**config.mk**
```make
export PLATFORM = sky130hd
export DESIGN_NAME = vpt_pulse_timing
export DESIGN_NICKNAME = d
export VERILOG_FILES = /design/src/vpt_pkg.sv /design/src/vpt_pulse_timing.sv /design/src/vpt_slot.sv
export SDC_FILE = /design/constraint.sdc
export NUM_CORES = 2
export LEC_CHECK = 0
export BUFFER_PORTS_ARGS = -buffer_cell sky130_fd_sc_hd__buf_2
export CAP_MARGIN = 20
export CELL_PAD_IN_SITES_DETAIL_PLACEMENT = 1
export CELL_PAD_IN_SITES_GLOBAL_PLACEMENT = 1
export CORE_ASPECT_RATIO = 1.2
export CORE_MARGIN = 2
export CORE_UTILIZATION = 51
export CTS_CLUSTER_DIAMETER = 80
export DETAILED_ROUTE_END_ITERATION = 10
export GPL_TIMING_DRIVEN = 0
export MAX_ROUTING_LAYER = met4
export PLACE_DENSITY_LB_ADDON = 0.1
export SKIP_LAST_GASP = 1
export SYNTH_ARGS = -nofsm -noshare
export SYNTH_HDL_FRONTEND = slang
export SYNTH_SLANG_ARGS = --single-unit
```
**constraint.sdc**
```tcl
create_clock -name core_clk_in -period 9.9 [get_ports core_clk_in]
set_input_delay 0.495 -clock core_clk_in [delete_from_list [all_inputs] [get_ports core_clk_in]]
set_output_delay 0.495 -clock core_clk_in [all_outputs]
set_load 0.02 [all_outputs]
```
**src/vpt_pkg.sv**
```systemverilog
package vpt_pkg;

	// ----------------------------------------------------------------
	// Sizes and time base
	// ----------------------------------------------------------------
	localparam int NSLOT = 4;
	localparam int NCH = 8;
	localparam int ANG_W = 10;
	localparam int CLK_PERIOD_NS = 10;
	localparam int RES_NS = 1000;
	localparam int US_CYCLES = (RES_NS + CLK_PERIOD_NS - 1) / CLK_PERIOD_NS;
	localparam int US_PER_MS = 1000;
	localparam logic [15:0] RPM_STOP = 16'h000a;

	// ----------------------------------------------------------------
	// Register map
	// ----------------------------------------------------------------
	localparam logic [7:0] A_CTRL = 8'h00;
	localparam logic [7:0] A_IRQ_STAT = 8'h04;
	localparam logic [7:0] A_IRQ_CLR = 8'h08;
	localparam logic [7:0] A_IRQ_EN = 8'h0c;
	localparam logic [7:0] A_SLOT0 = 8'h40;
	localparam int SLOT_STRIDE = 32;
	localparam logic [7:0] O_CFG = 8'h00;
	localparam logic [7:0] O_SEG = 8'h04;
	localparam logic [7:0] O_TO = 8'h08;
	localparam logic [7:0] O_TOVAL = 8'h0c;
	localparam logic [7:0] O_RES = 8'h10;
	localparam logic [7:0] O_STAT = 8'h14;

	// ----------------------------------------------------------------
	// Field positions and reset values
	// ----------------------------------------------------------------
	localparam int CTRL_EN_BIT = 0;
	localparam int CFG_W = 12;
	localparam int SEG_LO_LSB = 0;
	localparam int SEG_HI_LSB = 16;
	localparam int TO_MS_LSB = 0;
	localparam int TO_ANG_LSB = 16;
	localparam logic [15:0] TO_MS_RST = 16'h000a;
	localparam logic [31:0] TOVAL_RST = 32'h00000000;
	localparam logic [31:0] LEVEL_FULL = 32'hffffffff;
	localparam logic [31:0] LEVEL_NONE = 32'h00000000;

	// ----------------------------------------------------------------
	// Types
	// ----------------------------------------------------------------
	typedef enum logic [1:0]
	{
		VPT_Q_NONE = 2'b00,
		VPT_Q_ENABLE = 2'b01,
		VPT_Q_VALIDATE = 2'b10
	} vpt_qual_e;

	typedef enum logic
	{
		VPT_IDLE = 1'b0,
		VPT_RUN = 1'b1
	} vpt_state_e;

	typedef struct packed
	{
		logic [2:0] meas_ch;
		logic [2:0] qual_ch;
		logic meas_high;
		vpt_qual_e qual;
		logic qual_act_high;
		logic to_angle;
		logic to_level;
	} vpt_cfg_s;

endpackage

```
**src/vpt_pulse_timing.sv**
```systemverilog
`timescale 1ns/1ps
`default_nettype none
// Notes on behaviour
// - Enable qualifier: measure only pulses lying wholly inside an active enable pulse.
// - Validate qualifier: measure only pulses wholly containing an active validate pulse.
// - Both qualifiers work for high and low times, either active level.
// - Low time is falling-to-rising interval in microseconds, taken at the rising edge.
// - High time is rising-to-falling interval in microseconds, taken at the falling edge.
// - A new result becomes visible at the next signal group time step.
// - Inputs are evaluated only at edges; results hold until new edges or timeout.
// - Each result is checked periodically; no new edge since last check means timeout.
// - Check runs every set milliseconds or once per cycle at a set angle.
// - Timeout loads a set value or a value from the present input level.
// - Level-based timeout gives the empty or the full value by input level.
// - In angle mode, below 10 rpm the engine counts as stopped and times out.
// - Each measurement has its own angle segment; edges outside it are ignored.
// - Segment limits lie anywhere in 720 degrees, wrapping past zero allowed.
// - Several measurements may share one input channel with separate segments.
// - A global enable switches all edge detection and evaluation on or off.

module vpt_pulse_timing
(
	input wire logic core_clk_in,
	input wire logic nrst_in,
	input wire logic [7:0] addr_in,
	input wire logic [31:0] wdata_in,
	input wire logic wr_in,
	input wire logic rd_in,
	output logic [31:0] rdata_out,
	input wire logic [vpt_pkg::NCH-1:0] chan_in,
	input wire logic [vpt_pkg::ANG_W-1:0] crank_angle_in,
	input wire logic [15:0] engine_rpm_in,
	input wire logic step_in,
	output logic irq_out
);

	function automatic logic [7:0] slot_addr(input int idx, input logic [7:0] off);
		slot_addr = vpt_pkg::A_SLOT0 + 8'(idx * vpt_pkg::SLOT_STRIDE) + off;
	endfunction

	// Inclusive window; lo above hi means the window wraps past zero.
	function automatic logic in_window(input logic [vpt_pkg::ANG_W-1:0] a,
		input logic [vpt_pkg::ANG_W-1:0] lo, input logic [vpt_pkg::ANG_W-1:0] hi);
		if (lo <= hi)
		begin
			in_window = (a >= lo) && (a <= hi);
		end
		else
		begin
			in_window = (a >= lo) || (a <= hi);
		end
	endfunction

	// True when the angle moved past the mark since the previous sample.
	function automatic logic crossed(input logic [vpt_pkg::ANG_W-1:0] p,
		input logic [vpt_pkg::ANG_W-1:0] c, input logic [vpt_pkg::ANG_W-1:0] k);
		if (p == c)
		begin
			crossed = 1'b0;
		end
		else if (p < c)
		begin
			crossed = (k > p) && (k <= c);
		end
		else
		begin
			crossed = (k > p) || (k <= c);
		end
	endfunction

	// ----------------------------------------------------------------
	// Time base
	// ----------------------------------------------------------------
	logic [6:0] us_cnt, next_us_cnt;
	logic [9:0] ms_cnt, next_ms_cnt;
	logic [31:0] now_us, next_now_us;
	logic us_tick, ms_tick;

	always_comb
	begin
		us_tick = (us_cnt == 7'(vpt_pkg::US_CYCLES - 1));
		ms_tick = us_tick && (ms_cnt == 10'(vpt_pkg::US_PER_MS - 1));
		next_us_cnt = us_tick ? 7'h00 : us_cnt + 7'h01;
		// Free running so that a wrap between two edges still subtracts right.
		next_now_us = us_tick ? now_us + 32'h00000001 : now_us;
		next_ms_cnt = ms_cnt;
		if (ms_tick)
		begin
			next_ms_cnt = 10'h000;
		end
		else if (us_tick)
		begin
			next_ms_cnt = ms_cnt + 10'h001;
		end
	end

	always_ff @(posedge core_clk_in or negedge nrst_in)
	begin
		if (!nrst_in)
		begin
			us_cnt <= 7'h00;
			ms_cnt <= 10'h000;
			now_us <= 32'h00000000;
		end
		else
		begin
			us_cnt <= next_us_cnt;
			ms_cnt <= next_ms_cnt;
			now_us <= next_now_us;
		end
	end

	// ----------------------------------------------------------------
	// Configuration registers
	// ----------------------------------------------------------------
	logic ctrl_en, next_ctrl_en;
	logic [2*vpt_pkg::NSLOT-1:0] irq_en, next_irq_en;
	vpt_pkg::vpt_cfg_s cfg [vpt_pkg::NSLOT];
	vpt_pkg::vpt_cfg_s next_cfg [vpt_pkg::NSLOT];
	logic [vpt_pkg::ANG_W-1:0] seg_lo [vpt_pkg::NSLOT];
	logic [vpt_pkg::ANG_W-1:0] next_seg_lo [vpt_pkg::NSLOT];
	logic [vpt_pkg::ANG_W-1:0] seg_hi [vpt_pkg::NSLOT];
	logic [vpt_pkg::ANG_W-1:0] next_seg_hi [vpt_pkg::NSLOT];
	logic [15:0] to_ms [vpt_pkg::NSLOT];
	logic [15:0] next_to_ms [vpt_pkg::NSLOT];
	logic [vpt_pkg::ANG_W-1:0] to_ang [vpt_pkg::NSLOT];
	logic [vpt_pkg::ANG_W-1:0] next_to_ang [vpt_pkg::NSLOT];
	logic [31:0] to_val [vpt_pkg::NSLOT];
	logic [31:0] next_to_val [vpt_pkg::NSLOT];

	always_comb
	begin
		next_ctrl_en = ctrl_en;
		next_irq_en = irq_en;
		if (wr_in && addr_in == vpt_pkg::A_CTRL)
		begin
			next_ctrl_en = wdata_in[vpt_pkg::CTRL_EN_BIT];
		end
		if (wr_in && addr_in == vpt_pkg::A_IRQ_EN)
		begin
			next_irq_en = wdata_in[2*vpt_pkg::NSLOT-1:0];
		end
		for (int i = 0; i < vpt_pkg::NSLOT; i++)
		begin
			next_cfg[i] = cfg[i];
			next_seg_lo[i] = seg_lo[i];
			next_seg_hi[i] = seg_hi[i];
			next_to_ms[i] = to_ms[i];
			next_to_ang[i] = to_ang[i];
			next_to_val[i] = to_val[i];
			if (wr_in && addr_in == slot_addr(i, vpt_pkg::O_CFG))
			begin
				next_cfg[i] = vpt_pkg::vpt_cfg_s'(wdata_in[vpt_pkg::CFG_W-1:0]);
			end
			if (wr_in && addr_in == slot_addr(i, vpt_pkg::O_SEG))
			begin
				next_seg_lo[i] = wdata_in[vpt_pkg::SEG_LO_LSB +: vpt_pkg::ANG_W];
				next_seg_hi[i] = wdata_in[vpt_pkg::SEG_HI_LSB +: vpt_pkg::ANG_W];
			end
			if (wr_in && addr_in == slot_addr(i, vpt_pkg::O_TO))
			begin
				next_to_ms[i] = wdata_in[vpt_pkg::TO_MS_LSB +: 16];
				next_to_ang[i] = wdata_in[vpt_pkg::TO_ANG_LSB +: vpt_pkg::ANG_W];
			end
			if (wr_in && addr_in == slot_addr(i, vpt_pkg::O_TOVAL))
			begin
				next_to_val[i] = wdata_in;
			end
		end
	end

	always_ff @(posedge core_clk_in or negedge nrst_in)
	begin
		if (!nrst_in)
		begin
			ctrl_en <= 1'b0;
			irq_en <= '0;
			for (int i = 0; i < vpt_pkg::NSLOT; i++)
			begin
				cfg[i] <= '0;
				seg_lo[i] <= '0;
				seg_hi[i] <= '0;
				to_ms[i] <= vpt_pkg::TO_MS_RST;
				to_ang[i] <= '0;
				to_val[i] <= vpt_pkg::TOVAL_RST;
			end
		end
		else
		begin
			ctrl_en <= next_ctrl_en;
			irq_en <= next_irq_en;
			for (int i = 0; i < vpt_pkg::NSLOT; i++)
			begin
				cfg[i] <= next_cfg[i];
				seg_lo[i] <= next_seg_lo[i];
				seg_hi[i] <= next_seg_hi[i];
				to_ms[i] <= next_to_ms[i];
				to_ang[i] <= next_to_ang[i];
				to_val[i] <= next_to_val[i];
			end
		end
	end

	// ----------------------------------------------------------------
	// Measurement slots
	// ----------------------------------------------------------------
	logic [vpt_pkg::NSLOT-1:0] done;
	logic [31:0] value [vpt_pkg::NSLOT];
	logic [vpt_pkg::NSLOT-1:0] level;

	generate
		for (genvar g = 0; g < vpt_pkg::NSLOT; g++)
		begin : g_slot
			// Any slot may pick any channel, so channels can be shared.
			assign level[g] = chan_in[cfg[g].meas_ch];
			vpt_slot u_slot
			(
				.core_clk_in(core_clk_in),
				.nrst_in(nrst_in),
				.en_in(ctrl_en),
				.meas_in(level[g]),
				.qual_in(chan_in[cfg[g].qual_ch]),
				.in_seg_in(in_window(crank_angle_in, seg_lo[g], seg_hi[g])),
				.now_in(now_us),
				.cfg_in(cfg[g]),
				.done_out(done[g]),
				.value_out(value[g])
			);
		end
	endgenerate

	// ----------------------------------------------------------------
	// Timeout, publication and interrupts
	// ----------------------------------------------------------------
	logic [vpt_pkg::ANG_W-1:0] ang_prev, next_ang_prev;
	logic [vpt_pkg::NSLOT-1:0] seen, next_seen;
	logic [vpt_pkg::NSLOT-1:0] pend_to, next_pend_to;
	logic [vpt_pkg::NSLOT-1:0] res_to, next_res_to;
	logic [15:0] ms_acc [vpt_pkg::NSLOT];
	logic [15:0] next_ms_acc [vpt_pkg::NSLOT];
	logic [31:0] pend_val [vpt_pkg::NSLOT];
	logic [31:0] next_pend_val [vpt_pkg::NSLOT];
	logic [31:0] res [vpt_pkg::NSLOT];
	logic [31:0] next_res [vpt_pkg::NSLOT];
	logic [2*vpt_pkg::NSLOT-1:0] irq_stat, next_irq_stat, irq_ev, irq_clr;
	logic [vpt_pkg::NSLOT-1:0] chk, tmo;
	logic stopped;

	always_comb
	begin
		stopped = engine_rpm_in < vpt_pkg::RPM_STOP;
		next_ang_prev = crank_angle_in;
		irq_clr = '0;
		if (wr_in && addr_in == vpt_pkg::A_IRQ_CLR)
		begin
			irq_clr = wdata_in[2*vpt_pkg::NSLOT-1:0];
		end
		for (int i = 0; i < vpt_pkg::NSLOT; i++)
		begin
			next_ms_acc[i] = ms_acc[i];
			next_pend_val[i] = pend_val[i];
			next_pend_to[i] = pend_to[i];
			next_res[i] = res[i];
			next_res_to[i] = res_to[i];
			chk[i] = 1'b0;
			if (ctrl_en && cfg[i].to_angle)
			begin
				chk[i] = crossed(ang_prev, crank_angle_in, to_ang[i]) | (stopped & ms_tick);
				next_ms_acc[i] = 16'h0000;
			end
			else if (ctrl_en && ms_tick)
			begin
				chk[i] = (ms_acc[i] + 16'h0001) >= to_ms[i];
				next_ms_acc[i] = chk[i] ? 16'h0000 : ms_acc[i] + 16'h0001;
			end
			// In angle mode a stopped engine times out even though edges may have been seen.
			tmo[i] = chk[i] & (~(seen[i] | done[i]) | (cfg[i].to_angle & stopped));
			// A new edge in the check cycle still counts for the next window.
			next_seen[i] = done[i] | (seen[i] & ~chk[i]);
			if (done[i])
			begin
				next_pend_val[i] = value[i];
				next_pend_to[i] = 1'b0;
			end
			else if (tmo[i])
			begin
				next_pend_to[i] = 1'b1;
				if (cfg[i].to_level)
				begin
					next_pend_val[i] = (level[i] == cfg[i].meas_high) ?
						vpt_pkg::LEVEL_FULL : vpt_pkg::LEVEL_NONE;
				end
				else
				begin
					next_pend_val[i] = to_val[i];
				end
			end
			if (step_in)
			begin
				next_res[i] = pend_val[i];
				next_res_to[i] = pend_to[i];
			end
		end
		irq_ev = {tmo, done};
		// Set wins over clear so no event is lost in the clearing cycle.
		next_irq_stat = (irq_stat & ~irq_clr) | irq_ev;
	end

	always_ff @(posedge core_clk_in or negedge nrst_in)
	begin
		if (!nrst_in)
		begin
			ang_prev <= '0;
			seen <= '0;
			pend_to <= '0;
			res_to <= '0;
			irq_stat <= '0;
			for (int i = 0; i < vpt_pkg::NSLOT; i++)
			begin
				ms_acc[i] <= 16'h0000;
				pend_val[i] <= 32'h00000000;
				res[i] <= 32'h00000000;
			end
		end
		else
		begin
			ang_prev <= next_ang_prev;
			seen <= next_seen;
			pend_to <= next_pend_to;
			res_to <= next_res_to;
			irq_stat <= next_irq_stat;
			for (int i = 0; i < vpt_pkg::NSLOT; i++)
			begin
				ms_acc[i] <= next_ms_acc[i];
				pend_val[i] <= next_pend_val[i];
				res[i] <= next_res[i];
			end
		end
	end

	assign irq_out = |(irq_stat & irq_en);

	// ----------------------------------------------------------------
	// Read port
	// ----------------------------------------------------------------
	logic [31:0] next_rdata;

	always_comb
	begin
		next_rdata = 32'h00000000;
		if (rd_in)
		begin
			if (addr_in == vpt_pkg::A_CTRL)
			begin
				next_rdata = {31'h00000000, ctrl_en};
			end
			if (addr_in == vpt_pkg::A_IRQ_STAT)
			begin
				next_rdata = 32'(irq_stat);
			end
			if (addr_in == vpt_pkg::A_IRQ_EN)
			begin
				next_rdata = 32'(irq_en);
			end
			for (int i = 0; i < vpt_pkg::NSLOT; i++)
			begin
				if (addr_in == slot_addr(i, vpt_pkg::O_CFG))
				begin
					next_rdata = 32'(cfg[i]);
				end
				if (addr_in == slot_addr(i, vpt_pkg::O_SEG))
				begin
					next_rdata = {6'h00, seg_hi[i], 6'h00, seg_lo[i]};
				end
				if (addr_in == slot_addr(i, vpt_pkg::O_TO))
				begin
					next_rdata = {6'h00, to_ang[i], to_ms[i]};
				end
				if (addr_in == slot_addr(i, vpt_pkg::O_TOVAL))
				begin
					next_rdata = to_val[i];
				end
				if (addr_in == slot_addr(i, vpt_pkg::O_RES))
				begin
					next_rdata = res[i];
				end
				if (addr_in == slot_addr(i, vpt_pkg::O_STAT))
				begin
					next_rdata = {31'h00000000, res_to[i]};
				end
			end
		end
	end

	always_ff @(posedge core_clk_in or negedge nrst_in)
	begin
		if (!nrst_in)
		begin
			rdata_out <= 32'h00000000;
		end
		else
		begin
			rdata_out <= next_rdata;
		end
	end

endmodule

`default_nettype wire

```
**src/vpt_slot.sv**
```systemverilog
`timescale 1ns/1ps
`default_nettype none

module vpt_slot
(
	input wire logic core_clk_in,
	input wire logic nrst_in,
	input wire logic en_in,
	input wire logic meas_in,
	input wire logic qual_in,
	input wire logic in_seg_in,
	input wire logic [31:0] now_in,
	input wire vpt_pkg::vpt_cfg_s cfg_in,
	output logic done_out,
	output logic [31:0] value_out
);

	vpt_pkg::vpt_state_e st, next_st;
	logic meas_d, next_meas_d;
	logic qact_d, next_qact_d;
	logic q_ok, next_q_ok;
	logic v_open, next_v_open;
	logic v_done, next_v_done;
	logic [31:0] t_start, next_t_start;
	logic next_done;
	logic [31:0] next_value;
	logic q_act, start_edge, end_edge, pass;

	always_comb
	begin
		q_act = cfg_in.qual_act_high ? qual_in : ~qual_in;
		start_edge = cfg_in.meas_high ? (meas_in & ~meas_d) : (~meas_in & meas_d);
		end_edge = cfg_in.meas_high ? (~meas_in & meas_d) : (meas_in & ~meas_d);
		next_meas_d = meas_in;
		next_qact_d = q_act;
		next_st = st;
		next_q_ok = q_ok;
		next_v_open = v_open;
		next_v_done = v_done;
		next_t_start = t_start;
		next_done = 1'b0;
		next_value = value_out;
		unique case (cfg_in.qual)
			vpt_pkg::VPT_Q_NONE: pass = 1'b1;
			vpt_pkg::VPT_Q_ENABLE: pass = q_ok & q_act;
			vpt_pkg::VPT_Q_VALIDATE: pass = v_done;
			default: pass = 1'b1;
		endcase
		if (!en_in)
		begin
			next_st = vpt_pkg::VPT_IDLE;
		end
		else
		begin
			unique case (st)
				vpt_pkg::VPT_IDLE:
				begin
					if (start_edge && in_seg_in)
					begin
						next_st = vpt_pkg::VPT_RUN;
						next_t_start = now_in;
						next_q_ok = q_act;
						next_v_open = 1'b0;
						next_v_done = 1'b0;
					end
				end
				vpt_pkg::VPT_RUN:
				begin
					next_q_ok = q_ok & q_act;
					if (q_act && !qact_d)
					begin
						next_v_open = 1'b1;
					end
					if (!q_act && qact_d && v_open)
					begin
						next_v_done = 1'b1;
					end
					if (end_edge)
					begin
						next_st = vpt_pkg::VPT_IDLE;
						// A failed pulse leaves the held value and done untouched.
						if (in_seg_in && pass)
						begin
							next_done = 1'b1;
							next_value = now_in - t_start;
						end
					end
				end
			endcase
		end
	end

	always_ff @(posedge core_clk_in or negedge nrst_in)
	begin
		if (!nrst_in)
		begin
			st <= vpt_pkg::VPT_IDLE;
			meas_d <= 1'b0;
			qact_d <= 1'b0;
			q_ok <= 1'b0;
			v_open <= 1'b0;
			v_done <= 1'b0;
			t_start <= 32'h00000000;
			done_out <= 1'b0;
			value_out <= 32'h00000000;
		end
		else
		begin
			st <= next_st;
			meas_d <= next_meas_d;
			qact_d <= next_qact_d;
			q_ok <= next_q_ok;
			v_open <= next_v_open;
			v_done <= next_v_done;
			t_start <= next_t_start;
			done_out <= next_done;
			value_out <= next_value;
		end
	end

endmodule

`default_nettype wire

```
Yosys cells after proc, flatten, opt, wreduce, memory -nomap -nowiden
Cells that the tools add are included.

Word-level logic and storage cells: 562. Flip-flop bits (word level): 1084.

Multiplexer cells: 184. Bitwise operators: 69. Reductions and logical operators: 100. Magnitude comparators: 34. $add $sub $neg: 11. Eq/ne operators: 54.

Operators by type and width (number): 32-bit 2-to-1 mux (43); 16-bit 2-to-1 mux (12); 32-bit subtractor (4); 10-bit less-or-equal comparator (12); 1-bit 2-to-1 mux (97); 8-bit by 7-bit equality test with 1-bit output, second input constant (12); 8-bit equality test, second input constant (12); 16-bit by 1-bit adder with 16-bit output, second input constant (4); 16-bit >= comparator (4); 1-bit logical AND (53); 10-bit >= comparator (4); 10-bit greater-than comparator (4); 1-bit one-hot mux with 2 select lines (20); 3-bit AND reduction (12); 32-bit by 1-bit adder with 32-bit output, second input constant (1); 3-bit by 4-bit < comparator with 1-bit output, second input constant (8); 1-bit AND (25); 1-bit binary-select mux with 3-bit select (8); 1-bit NOT (24); 10-bit 2-to-1 mux (2); 2-bit nonzero test (9); 8-bit AND (2); 8-bit by 4-bit equality test with 1-bit output, second input constant (2); 16-bit by 4-bit < comparator with 1-bit output, second input constant (1); 23 further kinds (77).

Logic depth before layout (Yosys ltp)
Word-level depth: 29. Mapped depth: 18.

Hierarchy
Synthesis repeated with hierarchy kept, for this count alone.

Cells, all modules: 5982. Area total of the unflattened synthesis: 61367.6 um^2.

By module, submodules not included: vpt_pulse_timing (sequential area each 20029.2 um^2, instances 1, area an instance 43690.7 um^2, cells an instance 3922); vpt_slot (sequential area each 1776.7 um^2, instances 4, area an instance 4419.2 um^2, cells an instance 515).

Worst setup path before layout
OpenSTA, ideal clock, no wires.

Path type: register to register. From: register ms_acc[0] (netlist bit). To: register pend_val[29] (netlist bit). Data required time: 9740 ps. Slack: 6015 ps. Arrival time: 3724 ps. Library setup time: 160 ps. Cell stages (with the launch flop): 19. Period minus slack after synthesis: 3885 ps. Path through: dfrtp_1 -> ha_1 -> nand3_1 -> nor2_1 -> and3_1 -> and3_1 -> clkbuf_1 -> xor2_1 -> ha_1 -> a21o_1 -> a21o_1 -> a21oi_1 -> o21ai_0 -> a21oi_1 -> o21ba_2 -> a211oi_1 -> nor2_1 -> clkbuf_1 -> a221oi_1.

Cells in the longest elaborated chain, start to end: 6.

RTL lines: start: declaration (line vpt_pulse_timing.sv:239) `logic [15:0] ms_acc [vpt_pkg::NSLOT];`; start signal: indexed assignment (line vpt_pulse_timing.sv:334) `ms_acc[i] <= next_ms_acc[i];`; 16-bit by 1-bit adder with 16-bit output (line vpt_pulse_timing.sv:273) `chk[i] = (ms_acc[i] + 16'h0001) >= to_ms[i];`; 16-bit >= comparator (line vpt_pulse_timing.sv:273); 1-bit 2-to-1 mux (line vpt_pulse_timing.sv:271) `else if (ctrl_en && ms_tick)`; 1-bit 2-to-1 mux (line vpt_pulse_timing.sv:266) `if (ctrl_en && cfg[i].to_angle)`; 1-bit AND (line vpt_pulse_timing.sv:277) `tmo[i] = chk[i] & (~(seen[i] | done[i]) | (cfg[i].to_angle & stopped));`; 2-bit nonzero test (no source line); end signal: indexed assignment (line vpt_pulse_timing.sv:335) `pend_val[i] <= next_pend_val[i];`; end: declaration (line vpt_pulse_timing.sv:241) `logic [31:0] pend_val [vpt_pkg::NSLOT];`.

No other way between the ends. A chain may end at the register's enable or synchronous reset.

Worst setup path after layout
From: register ms_acc[18] (netlist bit). To: register pend_val[47] (netlist bit).

Same word-level chain as after synthesis.

==> key figures <==
Die
  – # rows: 137
  – Io pins: 112
  – Die Width: between 300 and 400 µm
  – CORE AREA: 0.116 mm²
  – Die height: 379 µm
  – Initial core utilization: 0.514
  – Die area: 0.120 mm²

Critical path
  – Bufs and invs on worst path: 2
  – Crit-path cells: and3_1 -> and3_1 -> clkbuf_1 -> nand2_1 -> nor4_1 -> xor2_1 -> ha_1 -> nand4_1 -> nor4_1 -> a21oi_1 -> nor3_1 -> o21ai_1 -> nand2b_1 -> buf_1 -> o221a_2
  – Worst setup EP type: flop
  – Reg-to-reg startpoint: ms_acc[18]
  – R2R depth: 15
  – CP max stage cell: nor3_1
  – Worst r2r dst: pend_val[47]
  – WP data arrival: 6370 ps
  – Crit-path leading delay family: simple AND/OR/NAND/NOR gates
  – Slowest stage delay, CP: approximately 800 ps
  – WP data required: 10,590 ps
  – R2R Setup Slk: approximately 4200 ps
  – CP Class: reg2reg
  – CP Max Fanout: 10
  – CP Launch Type: flop

Power and ir drop
  – Max VDD drop: between 0.15 and 0.2 mV
  – Combinational power share: 0.117
  – Lkg Pwr: around 32 nW
  – Pint: 7.62 mW
  – Clk pwr share: 0.427
  – Power Density: 160 mW/mm²
  – NetSw: 2.99 mW
  – Switching share of power: 0.282
  – Seq pwr share: 0.456

Logic synthesis
  – Unique masters post-synth: slightly above 80
  – #FFs+latches synth: about 1,100
  – Ys Warns: 0
  – Area of the mapped netlist: between 0.05 and 0.06 mm²
  – Main flop type after synthesis: dfrtp_1
  – Fraction of registers with async set/reset: 1.00
  – Number of synthesized flops with an enable pin: 0
  – Sequential-to-total area share from yosys stat: 0.455
  – Syn Nets: 6,093
  – Cells after Synth: 5,597
  – Avg Synthesized Cell Area: 10.7 µm²

Route
  – Detailed Route WL: 245 mm
  – Routed vias/inst: 6.47
  – Average wire per standard cell: 32.7 µm
  – Routed via count: 48,300
  – First drt pass iteration count: 9
  – Residual DRC count: 0
  – Initial DRC count: 3,970
  – Routed Antenna Nets: 0

Global route
  – Largest net degree at the start of global routing: 161
  – Number of global-route vias before repair: 50,100
  – Global route total overflow: 0
  – First-pass GRT wire length: 351 mm
  – Initial antenna violation count: 14
  – Gr usage total: 0.421

Clock network
  – Max clock buf depth: 3
  – H-tree depth: 3
  – Worst-path clk slew: 60 ps
  – Post_cts resized: 0
  – Clk root buf: clkbuf_16
  – CTS tree: done
  – Clock buffer count from CTS: 114
  – Worst-Skew Late Latency: 770 ps
  – CTS Sinks: 1,084
  – Buffer count from post-CTS setup fixing: 0

STA
  – Endpoints failing hold: 0
  – RSZ-0062 raised after global routing: no
  – Final setup vio count: 0
  – Worst slew margin: 0.168
  – Max Fclk: 0.176 GHz
  – Slew at the pin with the worst max-slew slack: 1250 ps
  – Fin crit period: 5680 ps
  – Max-slew violation count: 0
  – Final WS setup: 4220 ps
  – Setup TNS: 0 ps
  – Fin crit share: 0.574
  – Post-Route Skew: 29.0 ps

Placed design
  – Final HPWL DP: 190 mm
  – Final GP Congestion: 1.06
  – Placed cell count: 7,246
  – I/O Buffers: roughly 100
  – Post-place setup slack: 4300 ps

Final layout
  – Utilization after layout: 0.572
  – Fin cells: 7,474
  – Ratio of cells with drive above 1 in the final layout: 0.173
  – Layout area overhead: 11.4%
  – Nets: 6,337

Min path
  – Hold Crit Class: in2reg
  – Hold_sp: crank_angle_in[1]
  – Worst Hold Endpoint: ang_prev[1]
  – Hold path cells: 1

Flow run
  – Max-cap violation count: 0

Run status
  – Status: completed
[cell type report]
class | count | area [µm²]
Fill cell | 12500 | 49700
Multi-Input combinational cell | 3829 | 30000
Sequential cell | 1084 | 27100
Clock buffer | 165 | 3350
Tap cell | 1529 | 1910
Inverter | 416 | 1560
Buffer | 268 | 1020
Timing Repair Buffer | 128 | 956
Clock inverter | 46 | 529
Antenna cell | 9 | 22.5
[cell usage in the layout, fill, tap and decap left out, types with 50 or more instances in the layout]
cell type and count:
nand2_1 382, a21oi_1 206, nor2_1 212, xor2_1 83, o21ai_0 370, clkbuf_16 114, a222oi_1 66, nand4_1 50
xnor2_1 123, a22oi_1 58, clkbuf_1 242, ha_1 413, a21o_1 118, nor2b_1 95, nand3_1 98, and3_1 55
dfrtp_1 1076, nand2b_1 158, o221a_2 64, mux2i_1 84, a221oi_1 60, buf_2 114, inv_1 414, mux2_2 579
[power by group through the flow]
| stage | sequential, mW | clock, mW | combinational [mW] |
|---|---|---|---|
| after detailed placement | 4.91 | 0 | 1.21 |
| after global placement | 4.90 | 0 | 1.16 |
| after CTS | 4.83 | 4.54 | 1.23 |
| after floorplan | 4.81 | 0 | 0.728 |
| after global routing | 4.85 | 4.71 | 1.36 |
| final | 4.84 | 4.53 | 1.24 |
[cells by family after synthesis]
kind of cell             after synthesis  synth area share
XOR/XNOR                             206            0.0302
adder cells (fa/ha/maj)              423            0.0889
buffers and inverters                684            0.0433
flip-flops                          1084             0.455
AND/OR/NAND/NOR                     1188            0.0976
multiplexers                         680             0.130
AO/OA/AOI/OAI                       1332             0.156
[cell usage after synthesis (all sizes together), types with 58 or more instances]
library cell  instances  area (µm²)
clkbuf              223         838
xor2                 83         727
a21o                118         886
a222oi               66         661
o221a                64         721
xnor2               123        1080
a21oi               206        1030
nor2b                95         594
a22oi                58         435
o21ai               378        1890
a221oi               60         526
inv                 416        1560
ha                  413        5170
dfrtp              1076       26900
nand2               382        1430
mux2                579        6520
nand2b              158         988
nor2                212         796
nand3                98         490
mux2i                84         841
[through the flow]
step	power [mW]	hold WS, ps	instance area (µm²)
global placement	6.06	455	62100
global route	10.9	30.1	66500
detailed placement	6.12	423	62500
finish	10.6	38.2	66500
CTS	10.6	0.247	66400
floorplan	5.54	199	59700
[timing repair]
action                                  4_1_cts  5_1_grt
hold buffers                                  5        0
hold endpoints to repair                     88        0
endpoints found under the setup margin        0        0
[worst max-delay path by stage]
stage | endpoint | slack [ps] | from | cells after the start
after floorplan | pend_val[29] | 6020 | ms_acc[0] | 18
after global placement | ms_cnt[0] | -15730 | nrst_in | 1
after detailed placement | g_slot[3].u_slot.value_out[26] | 4300 | crank_angle_in[8] | 14
after CTS | pend_val[47] | 4320 | ms_acc[18] | 15
after global routing | pend_val[47] | 3940 | ms_acc[18] | 18
final | pend_val[47] | 4220 | ms_acc[18] | 15
[per-layer routing]
metal / up-vias / routed length [µm] / GRT usage
met1: 25100 / 95500 / 0.502
li1: 20800 / - / -
met5: - / 0 / -
met4: 0 / 19600 / 0.282
met3: 638 / 15200 / 0.0627
met2: 1784 / 114000 / 0.662
[registers in the layout (all words and copies together) (netlist names), 7 cells and up]
signal                   count
us_cnt                       7
rdata_out                   32
irq_stat                     8
g_slot.u_slot.value_out    128
now_us                      32
to_val                     128
irq_en                       8
g_slot.u_slot.t_start      128
to_ms                       64
seg_hi                      40
ms_cnt                      10
res                        128
pend_val                   128
cfg                         48
ms_acc                      64
to_ang                      40
seg_lo                      40
ang_prev                    10
[worst register-to-register path: stages (launching register included)]
cell and delay, ps:
dfrtp_1 440, and3_1 200, and3_1 150, clkbuf_1 210, nand2_1 140, nor4_1 470, xor2_1 180, ha_1 350
nand4_1 150, nor4_1 300, a21oi_1 220, nor3_1 790, o21ai_1 510, nand2b_1 500, buf_1 670, o221a_2 330
Power figures use the tool's default switching activity.
